--- src/logic/eil_pkg.sv ---
// Package for the external interrupt latch block.
// Assumes a single 10 MHz bus clock and classic Wishbone register access.
package eil_pkg;

    // ----------------------------------------
    // Register map
    // ----------------------------------------
    localparam logic [3:0] EIL_ADDR_STATUS_CONTROL = 4'h0;
    localparam int EIL_ADDR_W = 4;
    localparam int EIL_DATA_W = 32;

    // ----------------------------------------
    // Field positions of ext_int_status_control
    // ----------------------------------------
    localparam int EIL_BIT_LEVEL_SELECT = 0;
    localparam int EIL_BIT_MASK = 1;
    localparam int EIL_BIT_ACK = 2;
    localparam int EIL_BIT_EVENT_FLAG = 3;
    localparam int EIL_BIT_PIN_LEVEL = 4;

    // ----------------------------------------
    // Reset values
    // ----------------------------------------
    localparam logic EIL_RST_LEVEL_SELECT = 1'h0;
    localparam logic EIL_RST_MASK = 1'h0;
    localparam logic EIL_RST_LATCH = 1'h0;
    localparam logic [31:0] EIL_UNMAPPED_READ = 32'h0000_0000;

    // Wishbone request carried as one bundle
    typedef struct packed {
        logic cyc;
        logic stb;
        logic we;
        logic [3:0] sel;
        logic [EIL_ADDR_W-1:0] adr;
        logic [EIL_DATA_W-1:0] dat;
    } eil_wb_req_t;

    // Wishbone answer
    typedef struct packed {
        logic ack;
        logic [EIL_DATA_W-1:0] dat;
    } eil_wb_rsp_t;

endpackage : eil_pkg

--- src/logic/eil_pin_sync.sv ---
// Two-stage synchroniser with falling-edge detect for the interrupt pin.
// Assumes the pin is asynchronous to mclk; the first stage feeds only the second.
`timescale 1ns/1ps
module eil_pin_sync
    import eil_pkg::*;
(
    input wire logic mclk,
    input wire logic rst,
    input wire logic pin_n,
    output logic level,
    output logic fall
);

    typedef struct packed {
        logic meta;
        logic sync;
        logic prev;
    } eil_sync_state_t;

    eil_sync_state_t st_reg;
    eil_sync_state_t st_next;

    // ----------------------------------------
    // Synchroniser and edge detect
    // ----------------------------------------
    // Pin idles high, so reset to high avoids a fake edge
    always_comb begin
        st_next = st_reg;
        st_next.meta = pin_n; // RULE16
        st_next.sync = st_reg.meta; // RULE16
        st_next.prev = st_reg.sync;
    end

    always_ff @(posedge mclk) begin
        if (rst) begin
            st_reg <= '1;
        end else begin
            st_reg <= st_next;
        end
    end

    assign level = st_reg.sync;
    assign fall = st_reg.prev & ~st_reg.sync; // RULE1

endmodule : eil_pin_sync

--- src/logic/eil_wb_slave.sv ---
// Classic Wishbone slave front end: one-cycle-late ack, single register.
// Assumes the master holds the request until it samples ack high.
`timescale 1ns/1ps
module eil_wb_slave
    import eil_pkg::*;
(
    input wire logic mclk,
    input wire logic rst,
    input eil_wb_req_t req,
    input wire logic [7:0] rd_value,
    output eil_wb_rsp_t rsp,
    output logic wr_pulse,
    output logic [7:0] wr_data
);

    typedef struct packed {
        logic ack;
        logic [EIL_DATA_W-1:0] dat;
    } eil_wbs_state_t;

    eil_wbs_state_t st_reg;
    eil_wbs_state_t st_next;
    logic take;
    logic hit;

    // ----------------------------------------
    // Decode
    // ----------------------------------------
    // Ack drops after one cycle so a held request is not taken twice
    assign take = req.cyc & req.stb & ~st_reg.ack;
    assign hit = (req.adr == EIL_ADDR_STATUS_CONTROL);

    always_comb begin
        st_next = st_reg;
        st_next.ack = take;
        if (take & ~req.we) begin
            st_next.dat = hit ? {24'h00_0000, rd_value} : EIL_UNMAPPED_READ;
        end
    end

    always_ff @(posedge mclk) begin
        if (rst) begin
            st_reg <= '0;
        end else begin
            st_reg <= st_next;
        end
    end

    // Write lands on the edge where ack is sampled high
    assign wr_pulse = st_reg.ack & req.cyc & req.stb & req.we & hit & req.sel[0];
    assign wr_data = req.dat[7:0];
    assign rsp.ack = st_reg.ack;
    assign rsp.dat = st_reg.dat;

endmodule : eil_wb_slave

--- src/logic/eil_top.sv ---
// External interrupt latch: one active-low pin, request latch, mask, flag.
// Assumes the CPU drives a one-cycle vector fetch strobe and reads vectors itself.
`timescale 1ns/1ps

// Functional notes
// (RULE1) A falling edge on the pin sets the request latch in either mode.
// (RULE2) A fetch of the external vector clears the latch that caused it.
// (RULE3) Writing 1 to the acknowledge bit clears the latch like a vector fetch.
// (RULE4) Reset clears the request latch.
// (RULE5) The level select bit picks edge-plus-level when 1, edge only when 0, reset 0.
// (RULE6) In edge-plus-level mode the latch clears only after a clear event and a high pin.
// (RULE7) In edge-only mode a fetch or acknowledge clears the latch at once.
// (RULE8) The mask bit withholds the request from the CPU but keeps the latch, reset 0.
// (RULE9) The acknowledge bit is write-only, reads 0 and resets to 0.
// (RULE10) A falling edge after an acknowledge latches a new request.
// (RULE11) An unmasked taken request leads to the vector at the two fixed addresses.
// (RULE12) A read-only flag shows 1 when an external event has occurred.
// (RULE13) The CPU also suppresses the request while its global mask is set.
// (RULE14) The pin level is offered to the CPU for its branch-on-pin instructions.
// (RULE15) Software should mask requests inside a level-triggered service routine.
// (RULE16) The pin passes two flip-flops before edge and level use.
// (RULE17) Register fields sit in a chosen layout with unused bits reading 0.
module eil_top
    import eil_pkg::*;
#(
    parameter logic [15:0] VECTOR_ADDR_HI = 16'hfffa,
    parameter logic [15:0] VECTOR_ADDR_LO = 16'hfffb
)
(
    input wire logic mclk,
    input wire logic rst,
    input wire logic irq_pin_n,
    input wire logic vector_fetch,
    input wire logic wb_cyc_i,
    input wire logic wb_stb_i,
    input wire logic wb_we_i,
    input wire logic [3:0] wb_sel_i,
    input wire logic [EIL_ADDR_W-1:0] wb_adr_i,
    input wire logic [EIL_DATA_W-1:0] wb_dat_i,
    output logic wb_ack_o,
    output logic [EIL_DATA_W-1:0] wb_dat_o,
    output logic cpu_irq_request,
    output logic [15:0] vector_addr_hi,
    output logic [15:0] vector_addr_lo,
    output logic pin_level
);

    // ----------------------------------------
    // State
    // ----------------------------------------
    typedef struct packed {
        logic level_sensitive_select;
        logic request_mask;
        logic request_latch;
        logic clear_pending;
        logic pin_level;
    } eil_state_t;

    eil_state_t st_reg;
    eil_state_t st_next;

    eil_wb_req_t bus_req;
    eil_wb_rsp_t bus_rsp;
    logic wr_pulse;
    logic [7:0] wr_data;
    logic [7:0] rd_value;
    logic pin_sync;
    logic pin_fall;
    logic sw_ack;
    logic clear_event;

    // ----------------------------------------
    // Pin synchroniser
    // ----------------------------------------
    eil_pin_sync u_sync (
        .mclk(mclk),
        .rst(rst),
        .pin_n(irq_pin_n),
        .level(pin_sync),
        .fall(pin_fall)
    );

    // ----------------------------------------
    // Register bus
    // ----------------------------------------
    assign bus_req = '{cyc: wb_cyc_i, stb: wb_stb_i, we: wb_we_i, sel: wb_sel_i,
                       adr: wb_adr_i, dat: wb_dat_i};

    eil_wb_slave u_wb (
        .mclk(mclk),
        .rst(rst),
        .req(bus_req),
        .rd_value(rd_value),
        .rsp(bus_rsp),
        .wr_pulse(wr_pulse),
        .wr_data(wr_data)
    );

    // Read image; acknowledge bit and spare bits always 0
    always_comb begin
        rd_value = 8'h00; // RULE17
        rd_value[EIL_BIT_LEVEL_SELECT] = st_reg.level_sensitive_select;
        rd_value[EIL_BIT_MASK] = st_reg.request_mask;
        rd_value[EIL_BIT_ACK] = 1'b0; // RULE9
        rd_value[EIL_BIT_EVENT_FLAG] = st_reg.request_latch; // RULE12
        rd_value[EIL_BIT_PIN_LEVEL] = st_reg.pin_level; // RULE14
    end

    // Acknowledge is a pulse only, never stored
    assign sw_ack = wr_pulse & wr_data[EIL_BIT_ACK]; // RULE3 RULE9
    assign clear_event = sw_ack | vector_fetch; // RULE2

    // ----------------------------------------
    // Latch and control
    // ----------------------------------------
    // A new edge beats a clear in the same cycle so no event is lost
    always_comb begin
        st_next = st_reg;
        st_next.pin_level = pin_sync;
        if (wr_pulse) begin
            st_next.level_sensitive_select = wr_data[EIL_BIT_LEVEL_SELECT]; // RULE5
            st_next.request_mask = wr_data[EIL_BIT_MASK]; // RULE8
        end
        if (st_reg.level_sensitive_select) begin
            // Clear waits for both the event and a high pin, either order
            if (clear_event & st_reg.request_latch) begin
                st_next.clear_pending = 1'b1; // RULE6
            end
            if ((clear_event | st_reg.clear_pending) & pin_sync) begin
                st_next.request_latch = 1'b0; // RULE6
                st_next.clear_pending = 1'b0;
            end
        end else begin
            st_next.clear_pending = 1'b0;
            if (clear_event) begin
                st_next.request_latch = 1'b0; // RULE7
            end
        end
        if (pin_fall) begin
            st_next.request_latch = 1'b1; // RULE1 RULE10
            st_next.clear_pending = 1'b0;
        end
    end

    always_ff @(posedge mclk) begin
        if (rst) begin
            st_reg.level_sensitive_select <= EIL_RST_LEVEL_SELECT; // RULE5
            st_reg.request_mask <= EIL_RST_MASK; // RULE8
            st_reg.request_latch <= EIL_RST_LATCH; // RULE4
            st_reg.clear_pending <= 1'b0;
            st_reg.pin_level <= 1'b1;
        end else begin
            st_reg <= st_next;
        end
    end

    // ----------------------------------------
    // Outputs
    // ----------------------------------------
    // Mask gates the request only; latch is untouched. CPU global mask is its own job.
    assign cpu_irq_request = st_reg.request_latch & ~st_reg.request_mask; // RULE8 RULE13
    assign vector_addr_hi = VECTOR_ADDR_HI; // RULE11
    assign vector_addr_lo = VECTOR_ADDR_LO; // RULE11
    assign pin_level = st_reg.pin_level; // RULE14
    assign wb_ack_o = bus_rsp.ack;
    assign wb_dat_o = bus_rsp.dat;

endmodule : eil_top

--- config.mk ---
export PLATFORM = sky130hd
export DESIGN_NAME = eil_top
export DESIGN_NICKNAME = d
export VERILOG_FILES = /design/src/logic/eil_pkg.sv /design/src/logic/eil_pin_sync.sv /design/src/logic/eil_wb_slave.sv /design/src/logic/eil_top.sv
export SDC_FILE = /design/constraint.sdc
export NUM_CORES = 1
export LEC_CHECK = 0
export BUFFER_PORTS_ARGS = -buffer_cell sky130_fd_sc_hd__buf_2
export CAP_MARGIN = 20
export CORE_MARGIN = 3
export CORE_UTILIZATION = 30
export CTS_BUF_LIST = sky130_fd_sc_hd__clkbuf_16
export DETAILED_ROUTE_END_ITERATION = 10
export PLACE_DENSITY = 0.83
export SLEW_MARGIN = 20
export SYNTH_ARGS = -nofsm -noshare
export SYNTH_HDL_FRONTEND = slang
export SYNTH_SLANG_ARGS = --single-unit
--- constraint.sdc ---
create_clock -name mclk -period 1.12 [get_ports mclk]
set_input_delay 0.224 -clock mclk [delete_from_list [all_inputs] [get_ports mclk]]
set_output_delay 0.224 -clock mclk [all_outputs]
set_load 0.02 [all_outputs]
Yosys cells after proc, flatten, opt, wreduce, memory -nomap -nowiden
Index checks and enable logic that the tools add are counted.
Widths: inputs -> output; s select.

operators by class
  equal/unequal tests = 1
  muxes and demuxes = 6
  bitwise logic cells = 20
  reduce and logical (&&, ||, !) cells = 4

operators by type and width
  operator            count
  $and 1x1->1         13
  $mux 2              3
  $mux 5              1
  $not 1->1           5
  $logic_not 4->1     1
  $reduce_or 4->1     1
  $ne 3x1->1 const B  1
  $reduce_bool 3->1   1
  $mux 1              2
  $or 1x1->1          2
  $reduce_and 2->1    1

storage, ports and cells
  register bits after elaboration = 40

Depth between registers and ports, before layout
Gate-level depths: netlist of the first run.

  depth in word-level cells = 12
  gate-level depth with buffers = 4
  mapped depth without buffers = 3

By module
Synthesis of the first run repeated with hierarchy kept, for this count alone.

second synthesis, totals
  cell total of the unflattened synthesis = 138
  area total of the unflattened synthesis = 1151.1 um2

by module, submodules not included
  module        instances  cells an instance  area an instance (um2)
  eil_wb_slave  1          77                 614.3
  eil_top       1          54                 451.7
  eil_pin_sync  1          7                  85.1

Worst setup path after synthesis of the first run
Ideal clock, no wire load.

  kind = input -> register
  from = input wb_adr_i[1]
  to = register st_reg (netlist bit rd_value[0])
  data arrival time = 1048 ps
  data required time = 995 ps
  path slack = -53 ps
  stages on the path = 3
  cell sequence = or4_4 > o31ai_1 > a21oi_1

on the way
  cells in the longest elaborated chain, start to end = 3

RTL lines
  element                   RTL line            source
  start: declaration        eil_top.sv:38       input wire logic [EIL_ADDR_W-1:0] wb_adr_i,
  $logic_not 4->1           eil_wb_slave.sv:31  assign hit = (req.adr == EIL_ADDR_STATUS_CONTROL);
  $and 1x1->1 (2 in a row)  eil_wb_slave.sv:50  assign wr_pulse = st_reg.ack & req.cyc & req.stb & req.we & hit & req.sel[0];
  end signal: assignment    eil_top.sv:153      st_reg <= st_next;
  end: declaration          eil_top.sv:59       eil_state_t st_reg;

No other way between the ends.
A chain may end at the register's enable or synchronous reset.

Final worst setup path of the first run
  from = register u_wb.st_reg (netlist bit u_wb.rsp[32])
  to = register st_reg[1] (netlist bit)

on the way
  cells in the longest elaborated chain, start to end = 10
  elaborated cells between the ends (all ways) = 11
  those cells by class = 10 x bitwise; 1 x reduce/logical

RTL lines
  element                     RTL line            source
  start: declaration          eil_wb_slave.sv:21  eil_wbs_state_t st_reg;
  start signal: assignment    eil_wb_slave.sv:45  st_reg <= st_next;
  $and 1x1->1 * (5 in a row)  eil_wb_slave.sv:50
  $and 1x1->1 *               eil_top.sv:110      assign sw_ack = wr_pulse & wr_data[EIL_BIT_ACK];
  $or 1x1->1 *                eil_top.sv:111      assign clear_event = sw_ack | vector_fetch;
  $or 1x1->1                  eil_top.sv:129      if ((clear_event | st_reg.clear_pending) & pin_sync) begin
  $and 1x1->1                 eil_top.sv:129
  $reduce_or 4->1 (no line)   --

Every way passes the cells marked *; elsewhere a longest branch is shown, timed or not.

==> results of run 1 <==
==> cells in the mapped netlist (all sizes together) <==
library cell | number | area [µm²]
or2 | 3 | 18.8
o31a | 1 | 8.76
nor2 | 1 | 3.75
and4bb | 1 | 12.5
o21ai | 1 | 5.00
buf | 61 | 462
o31ai | 2 | 15.0
and3 | 1 | 7.51
nand4bb | 1 | 11.3
nand3 | 5 | 25.0
nand2 | 6 | 22.5
and2 | 1 | 7.51
a21oi | 8 | 40.0
dfxtp | 12 | 240
and4 | 1 | 8.76
conb | 2 | 7.51
nor2b | 3 | 18.8
nor3 | 1 | 5.00
nor4b | 1 | 8.76
or4 | 1 | 11.3
o22ai | 1 | 6.26
nor4 | 1 | 21.3
nand4 | 2 | 12.5
==> kinds of logic (layout without fill, tap and decap cells) <==
| kind of cell | count (synthesis) | count (layout) |
|---|---|---|
| buffers and inverters | 61 | 32 |
| and+or+nand+nor | 29 | 29 |
| AOI/OAI and AO/OA | 13 | 13 |
| DFF | 12 | 12 |
| other | 2 | 60 |
==> routing by layer <==
metal	GRT usage (%)	part of all wire, %
met5	0	0
met4	5.79	2.5
met3	1.60	11
met2	12.4	47
met1	10.4	40
==> stage by stage <==
stage	worst slack (ns)	cell area [µm²]	total power, µW	utilization [%]
2_1_floorplan	-0.00992	1200	819	-
3_3_place_gp	-0.198	941	711	30.6
3_5_place_dp	-0.198	941	713	30.6
4_1_cts	0.0000683	1030	1370	33.5
5_1_grt	0.000171	1060	1430	34.4
6_report	0.0392	1060	1360	34.4
==> repair_timing <==
| action | in CTS | in global routing |
|---|---|---|
| gates cloned | 0 | 0 |
| hold buffers | 0 | 0 |
| setup buffers | 0 | 1 |
| setup endpoints to repair | 2 | 3 |
| pin swaps | 0 | 0 |
| gates resized for setup | 4 | 5 |
==> cell type report <==
| cell class | count | area, µm² |
|---|---|---|
| Clock buffer | 3 | 75.1 |
| Fill cell | 331 | 2020 |
| Timing Repair Buffer | 28 | 160 |
| Multi-Input combinational cell | 102 | 520 |
| Sequential cell | 12 | 244 |
| Clock inverter | 1 | 3.75 |
| Tap cell | 44 | 55.1 |
==> worst max-delay path by stage <==
| stage | start | end | slack (ns) | cells after the start |
|---|---|---|---|---|
| 6_report | u_wb.rsp[32]$_SDFF_PP0_ | st_reg[1]$_SDFFE_PP0P_ | 0.04 | 3 |
| 3_5_place_dp | wb_adr_i[1] | rd_value[1]$_SDFFE_PP0N_ | -0.20 | 4 |
| 5_1_grt | u_sync.st_reg[0]$_SDFF_PP1_ | pin_level | 0.0002 | 1 |
| 3_3_place_gp | wb_adr_i[1] | rd_value[1]$_SDFFE_PP0N_ | -0.20 | 4 |
| 2_1_floorplan | wb_adr_i[1] | rd_value[0]$_SDFFE_PP0N_ | -0.01 | 3 |
| 4_1_cts | rd_value[3]$_SDFFE_PP0P_ | cpu_irq_request | 0.00007 | 2 |
==> power groups by stage <==
stage | clock, µW | sequential (µW) | combinational [µW]
3_5_place_dp | 0 | 449 | 264
6_report | 646 | 442 | 276
4_1_cts | 659 | 442 | 266
5_1_grt | 694 | 442 | 296
2_1_floorplan | 0 | 451 | 368
3_3_place_gp | 0 | 449 | 262
==> impl_summary.log, run 1 <==
[metrics] kind of path behind the tightest hold check: in2reg
[metrics] Final Critical Period: 1.08 ns
[metrics] adder-cell share of the synthesized area: 0%
[metrics] first-pass GRT wire length: 2560 µm
[metrics] post-CTS clock slew at the launch and capture registers of the worst setup and hold paths: 0.04 ns
[metrics] register bit total from synthesis: 12
[metrics] layout overhead on the synthesized area: 8.05%
[metrics] TNS Setup: 0 ns
[metrics] setup repair after global routing missed its margin: false
[metrics] number of antenna violations at the first check in global routing: 0
[metrics] pin count of the biggest net entering global routing: 11
[metrics] root buf cell: clkbuf_16
[metrics] Layout Skew: 0.00228 ns
[metrics] mux cell area share after synthesis: 0%
[metrics] net switching fraction of the power: 29.9%
[metrics] static leakage: 0.000536 µW
[metrics] fraction of power consumed by the clock network: 47.4%
[metrics] First DRT Iteration DRCs: 15
[metrics] post-route clock period utilization: 96.5%
[metrics] final-report setup violation count: 0
[metrics] Routed Antenna Nets: 0
[metrics] post-synthesis simple-gate area fraction: 19.9%
[metrics] cell family contributing the most delay on the critical path: simple AND/OR/NAND/NOR gates
[metrics] number of H-tree levels: 1
[metrics] CTS tree: done
[metrics] hold violation count in the final report: 0
[metrics] die height: 63.1 µm
[metrics] Cells after DPL: 185
[metrics] number of placement rows: 20
[metrics] total net switching power: 408 µW
[metrics] worst flop-to-flop path endpoint: st_reg[1]$_SDFFE_PP0P_
[metrics] logic gate share of total power: 20.3%
[metrics] register share of total power: 32.4%
[metrics] hold depth: 2
[metrics] # Max-Cap Violations: 0
[metrics] cts bufs inserted: 3
[metrics] post-route DRC violation count: 0
[metrics] library cell contributing the largest single delay on the critical path: dfxtp_2
[metrics] post-synthesis average cell area: 8.37 µm²
[metrics] Int Pwr: 956 µW
[metrics] estimated wirelength of the detail-placed design: 1390 µm
[metrics] highest clock frequency the design can meet: 925 MHz
[metrics] horizontal die dimension: 63.1 µm
[metrics] later-pin clock latency in the skew report: 0.24 ns
[metrics] number of top-level pins: 114
[metrics] warning count from the yosys run: 0
[metrics] Die Footprint: 3990 µm²
[metrics] instance count of the mapped netlist: 117
[metrics] worst hold endpoint: u_sync.st_next[1]$_SDFF_PP1_
[metrics] maximum vdd ir drop: 0.518 mV
[metrics] number of distinct library cells after synthesis: 24
[metrics] IO buf count: 21
[metrics] Critical Path Start Type: flip-flop
[metrics] max-slew violation count: 0
[metrics] Vias: 682
[metrics] kind of end point of the critical path: flip-flop
[metrics] combined area of all synthesized cells: 980 µm²
[metrics] Arrival @ worst endpoint: 1.21 ns
[metrics] status: completed
[metrics] type of the worst setup path: reg2reg
[metrics] top fanout value on the critical path: 6
[metrics] PwrDens: 1290 nW/µm²
[metrics] via count of the first global-routing pass: 545
[metrics] post-route non-filler standard cell count: 190
[metrics] most frequent cells in the layout: conb_1, buf_2, dfxtp_1
[metrics] post-synthesis compound-gate area fraction: 7.66%
[metrics] fraction of final layout cells with drive strength greater than 1: 30.8%
[metrics] total congestion overflow after global routing: 0
[metrics] source of the worst hold timing path: irq_pin_n
[metrics] flip-flop count of the largest register, all copies and words added: 5
[metrics] R2R setup slack: 0.04 ns
[metrics] logic depth of the worst register-to-register path: 3
[metrics] all-layer global routing usage: 8.22%
[metrics] combinational family with the most area after synthesis: buffers and inverters
[metrics] number of iterations in the first detailed-routing pass: 4
[metrics] Avg Vias per Cell: 3.59
[metrics] register area share after synthesis: 24.5%
[metrics] Cell Chain, Critical Path: and2_2 > and4_1 > o31a_1
[metrics] fin nets: 194
[metrics] startpoint of the worst register-to-register path: u_wb.rsp[32]$_SDFF_PP0_
[metrics] worst-case hold slack: 0.169 ns
[metrics] TritonCTS Sinks: 12
[metrics] Placer Congestion: 0.738
[metrics] Slowest Stage Delay on Critical Path: 0.33 ns
[metrics] core area: 3080 µm²
[metrics] maximum buffer depth of the clock tree: 2
[metrics] worst path buffer plus inverter count: 0
[metrics] final routed wirelength across all metal layers: 1660 µm
[metrics] Post-Synth XOR/XNOR Area: 0%
[metrics] Initial Utilization: 31.8%
[metrics] most frequent standard cell in the layout excluding fill and tap cells: conb_1
[metrics] required time of the critical path: 1.25 ns
[metrics] Avg WL per Cell: 8.73 µm
[metrics] number of diodes added for antenna fixing: 0
No activity file was read; power rests on OpenSTA's default activity.
==> inputs of run 2 (changes only) <==
--- a/config.mk
+++ b/config.mk
@@ -8,11 +8,12 @@
 export BUFFER_PORTS_ARGS = -buffer_cell sky130_fd_sc_hd__buf_2
 export CAP_MARGIN = 20
 export CORE_MARGIN = 3
-export CORE_UTILIZATION = 30
+export CORE_UTILIZATION = 33
 export CTS_BUF_LIST = sky130_fd_sc_hd__clkbuf_16
 export DETAILED_ROUTE_END_ITERATION = 10
-export PLACE_DENSITY = 0.83
+export PLACE_DENSITY = 0.85
 export SLEW_MARGIN = 20
 export SYNTH_ARGS = -nofsm -noshare
 export SYNTH_HDL_FRONTEND = slang
+export SYNTH_HIERARCHICAL = 1
 export SYNTH_SLANG_ARGS = --single-unit
==> constraint.sdc (replaced) <==
create_clock -name mclk -period 1.12 [get_ports mclk]
set_input_delay 0.056 -clock mclk [delete_from_list [all_inputs] [get_ports mclk]]
set_output_delay 0.056 -clock mclk [all_outputs]
set_load 0.02 [all_outputs]
==> impl_summary.log, run 2 <==
[metrics] number of filler instances in the final layout: 322
[metrics] static leakage: 0.000622 µW
[metrics] setup repair after global routing missed its margin: true
[metrics] TritonCTS Sinks: 17
[metrics] status: complete, but fails checks
[metrics] post-CTS clock slew at the launch and capture registers of the worst setup and hold paths: 0.05 ns
[metrics] violated checks: setup timing
[metrics] post-route clock period utilization: 109%
[metrics] First DRT Iteration DRCs: 19
[metrics] top fanout value on the critical path: 8
[metrics] IO buf count: 25
[metrics] layout overhead on the synthesized area: 17.5%
[metrics] maximum buffer depth of the clock tree: 2
[metrics] warning count from the yosys run: 6
[metrics] later-pin clock latency in the skew report: 0.24 ns
[metrics] Routed Antenna Nets: 0
[metrics] post-placement worst setup slack: -0.126 ns
[metrics] most frequent cells in the layout: conb_1, buf_2, dfxtp_1
[metrics] highest clock frequency the design can meet: 821 MHz
[metrics] required time of the critical path: 1.24 ns
[metrics] hold violation count in the final report: 0
[metrics] number of diodes added for antenna fixing: 0
[metrics] cts bufs inserted: 3
[metrics] Placer Congestion: 0.732
[metrics] fin nets: 217
[metrics] Cells after DPL: 203
[metrics] Vias: 779
[metrics] final routed wirelength across all metal layers: 2030 µm
[metrics] core area: 3130 µm²
[metrics] kind of end point of the critical path: flip-flop
[metrics] Avg WL per Cell: 9.54 µm
[metrics] all-layer global routing usage: 8.88%
[metrics] pin count of the biggest net entering global routing: 17
[metrics] number of placement rows: 20
[metrics] flip-flop count of the largest register, all copies and words added: 9
[metrics] max-slew violation count: 0
[metrics] Avg Vias per Cell: 3.66
[metrics] Final Critical Period: 1.22 ns
[metrics] Initial Utilization: 35.6%
[metrics] final-report setup violation count: 12
[metrics] Critical Path Start Type: flip-flop
[metrics] combined area of all synthesized cells: 1110 µm²
[metrics] Arrival @ worst endpoint: 1.34 ns
[metrics] estimated wirelength of the detail-placed design: 1540 µm
[metrics] first-pass GRT wire length: 2880 µm
[metrics] Die Footprint: 4110 µm²
[metrics] CTS tree: done
[metrics] instance count of the mapped netlist: 133
[metrics] fraction of final layout cells with drive strength greater than 1: 34.9%
[metrics] most frequent standard cell in the layout excluding fill and tap cells: conb_1
[metrics] die height: 64.1 µm
[metrics] # Max-Cap Violations: 0
[metrics] post-synthesis average cell area: 8.37 µm²
[metrics] maximum vdd ir drop: 0.906 mV
[metrics] type of the worst setup path: reg2reg
[metrics] hold depth: 3
[metrics] number of top-level pins: 114
[metrics] PwrDens: 1220 nW/µm²
[metrics] root buf cell: clkbuf_16
[metrics] via count of the first global-routing pass: 665
[metrics] kind of path behind the tightest hold check: in2reg
[metrics] post-route non-filler standard cell count: 213
[metrics] total congestion overflow after global routing: 0
[metrics] number of H-tree levels: 1
[metrics] number of iterations in the first detailed-routing pass: 2
[metrics] number of antenna violations at the first check in global routing: 0
[metrics] post-route DRC violation count: 0
[metrics] logic depth of the worst register-to-register path: 6
[metrics] setup slack of the critical path after layout: -0.0979 ns
[metrics] horizontal die dimension: 64.1 µm
[metrics] Layout Skew: 0.00163 ns
[run 2: worst paths after layout]
check	from	to	slack [ns]
setup / recovery	u_wb/rsp[32]$_SDFF_PP0_	u_wb/rsp[0]$_SDFFE_PP0P_	-0.1
hold / removal	wb_dat_i[1]	rd_value[1]$_SDFFE_PP0P_	0.06
hold reg to reg	u_sync/st_next[1]$_SDFF_PP1_	u_sync/level$_SDFF_PP1_	0.40
setup reg to reg	u_wb/rsp[32]$_SDFF_PP0_	u_wb/rsp[0]$_SDFFE_PP0P_	-0.1
[run 2: through the flow]
step                power [µW]  util [%]  hold WS, ns  setup TNS, ns  area [µm²]
CTS                       1590      38.8       0.0556         -0.202        1210
floorplan                  993         -        0.125        -0.0939        1350
global route              1670      41.8       0.0618          -1.61        1310
detailed placement         889      35.9        0.240         -0.271        1120
finish                    1600      41.8       0.0568          -1.02        1310
global placement           887      35.9        0.233         -0.118        1120
[run 2: area by class of cell]
cell class                 count  area (µm²)  share of cell area [%]
inverter                       1        3.75                   0.287
sequential                    17         344                    26.3
timing repair buffer          37         229                    17.5
clock inverter                 1        3.75                   0.287
clock buffer                   3        75.1                    5.74
tap                           44        55.1                    4.21
multi-input combinational    110         598                    45.7
[run 2: power breakdown]
group / internal, µW / switching, µW
clock: 473 / 221
combinational: 56.6 / 228
sequential: 613 / 4.44
[run 2: worst max-delay path, cell delays in order (launching register included)]
cell and delay, ns:
dfxtp_4 0.34, buf_4 0.14, buf_4 0.13, nand4bb_1 0.20, buf_6 0.17, nand2_1 0.08
a21oi_2 0.05
[run 2: per-layer routing]
metal,routed length [µm],global-route usage (%)
met5,0,0
met3,246,4.22
met2,1040,16.3
met4,12,2.37
met1,732,8.92
[run 2: timing repair]
item	CTS	global route
resized for setup	0	14
pin swaps	5	4
hold endpoints to repair	1	0
setup buffers	0	5
setup endpoints to repair	8	9
hold buffers	1	0
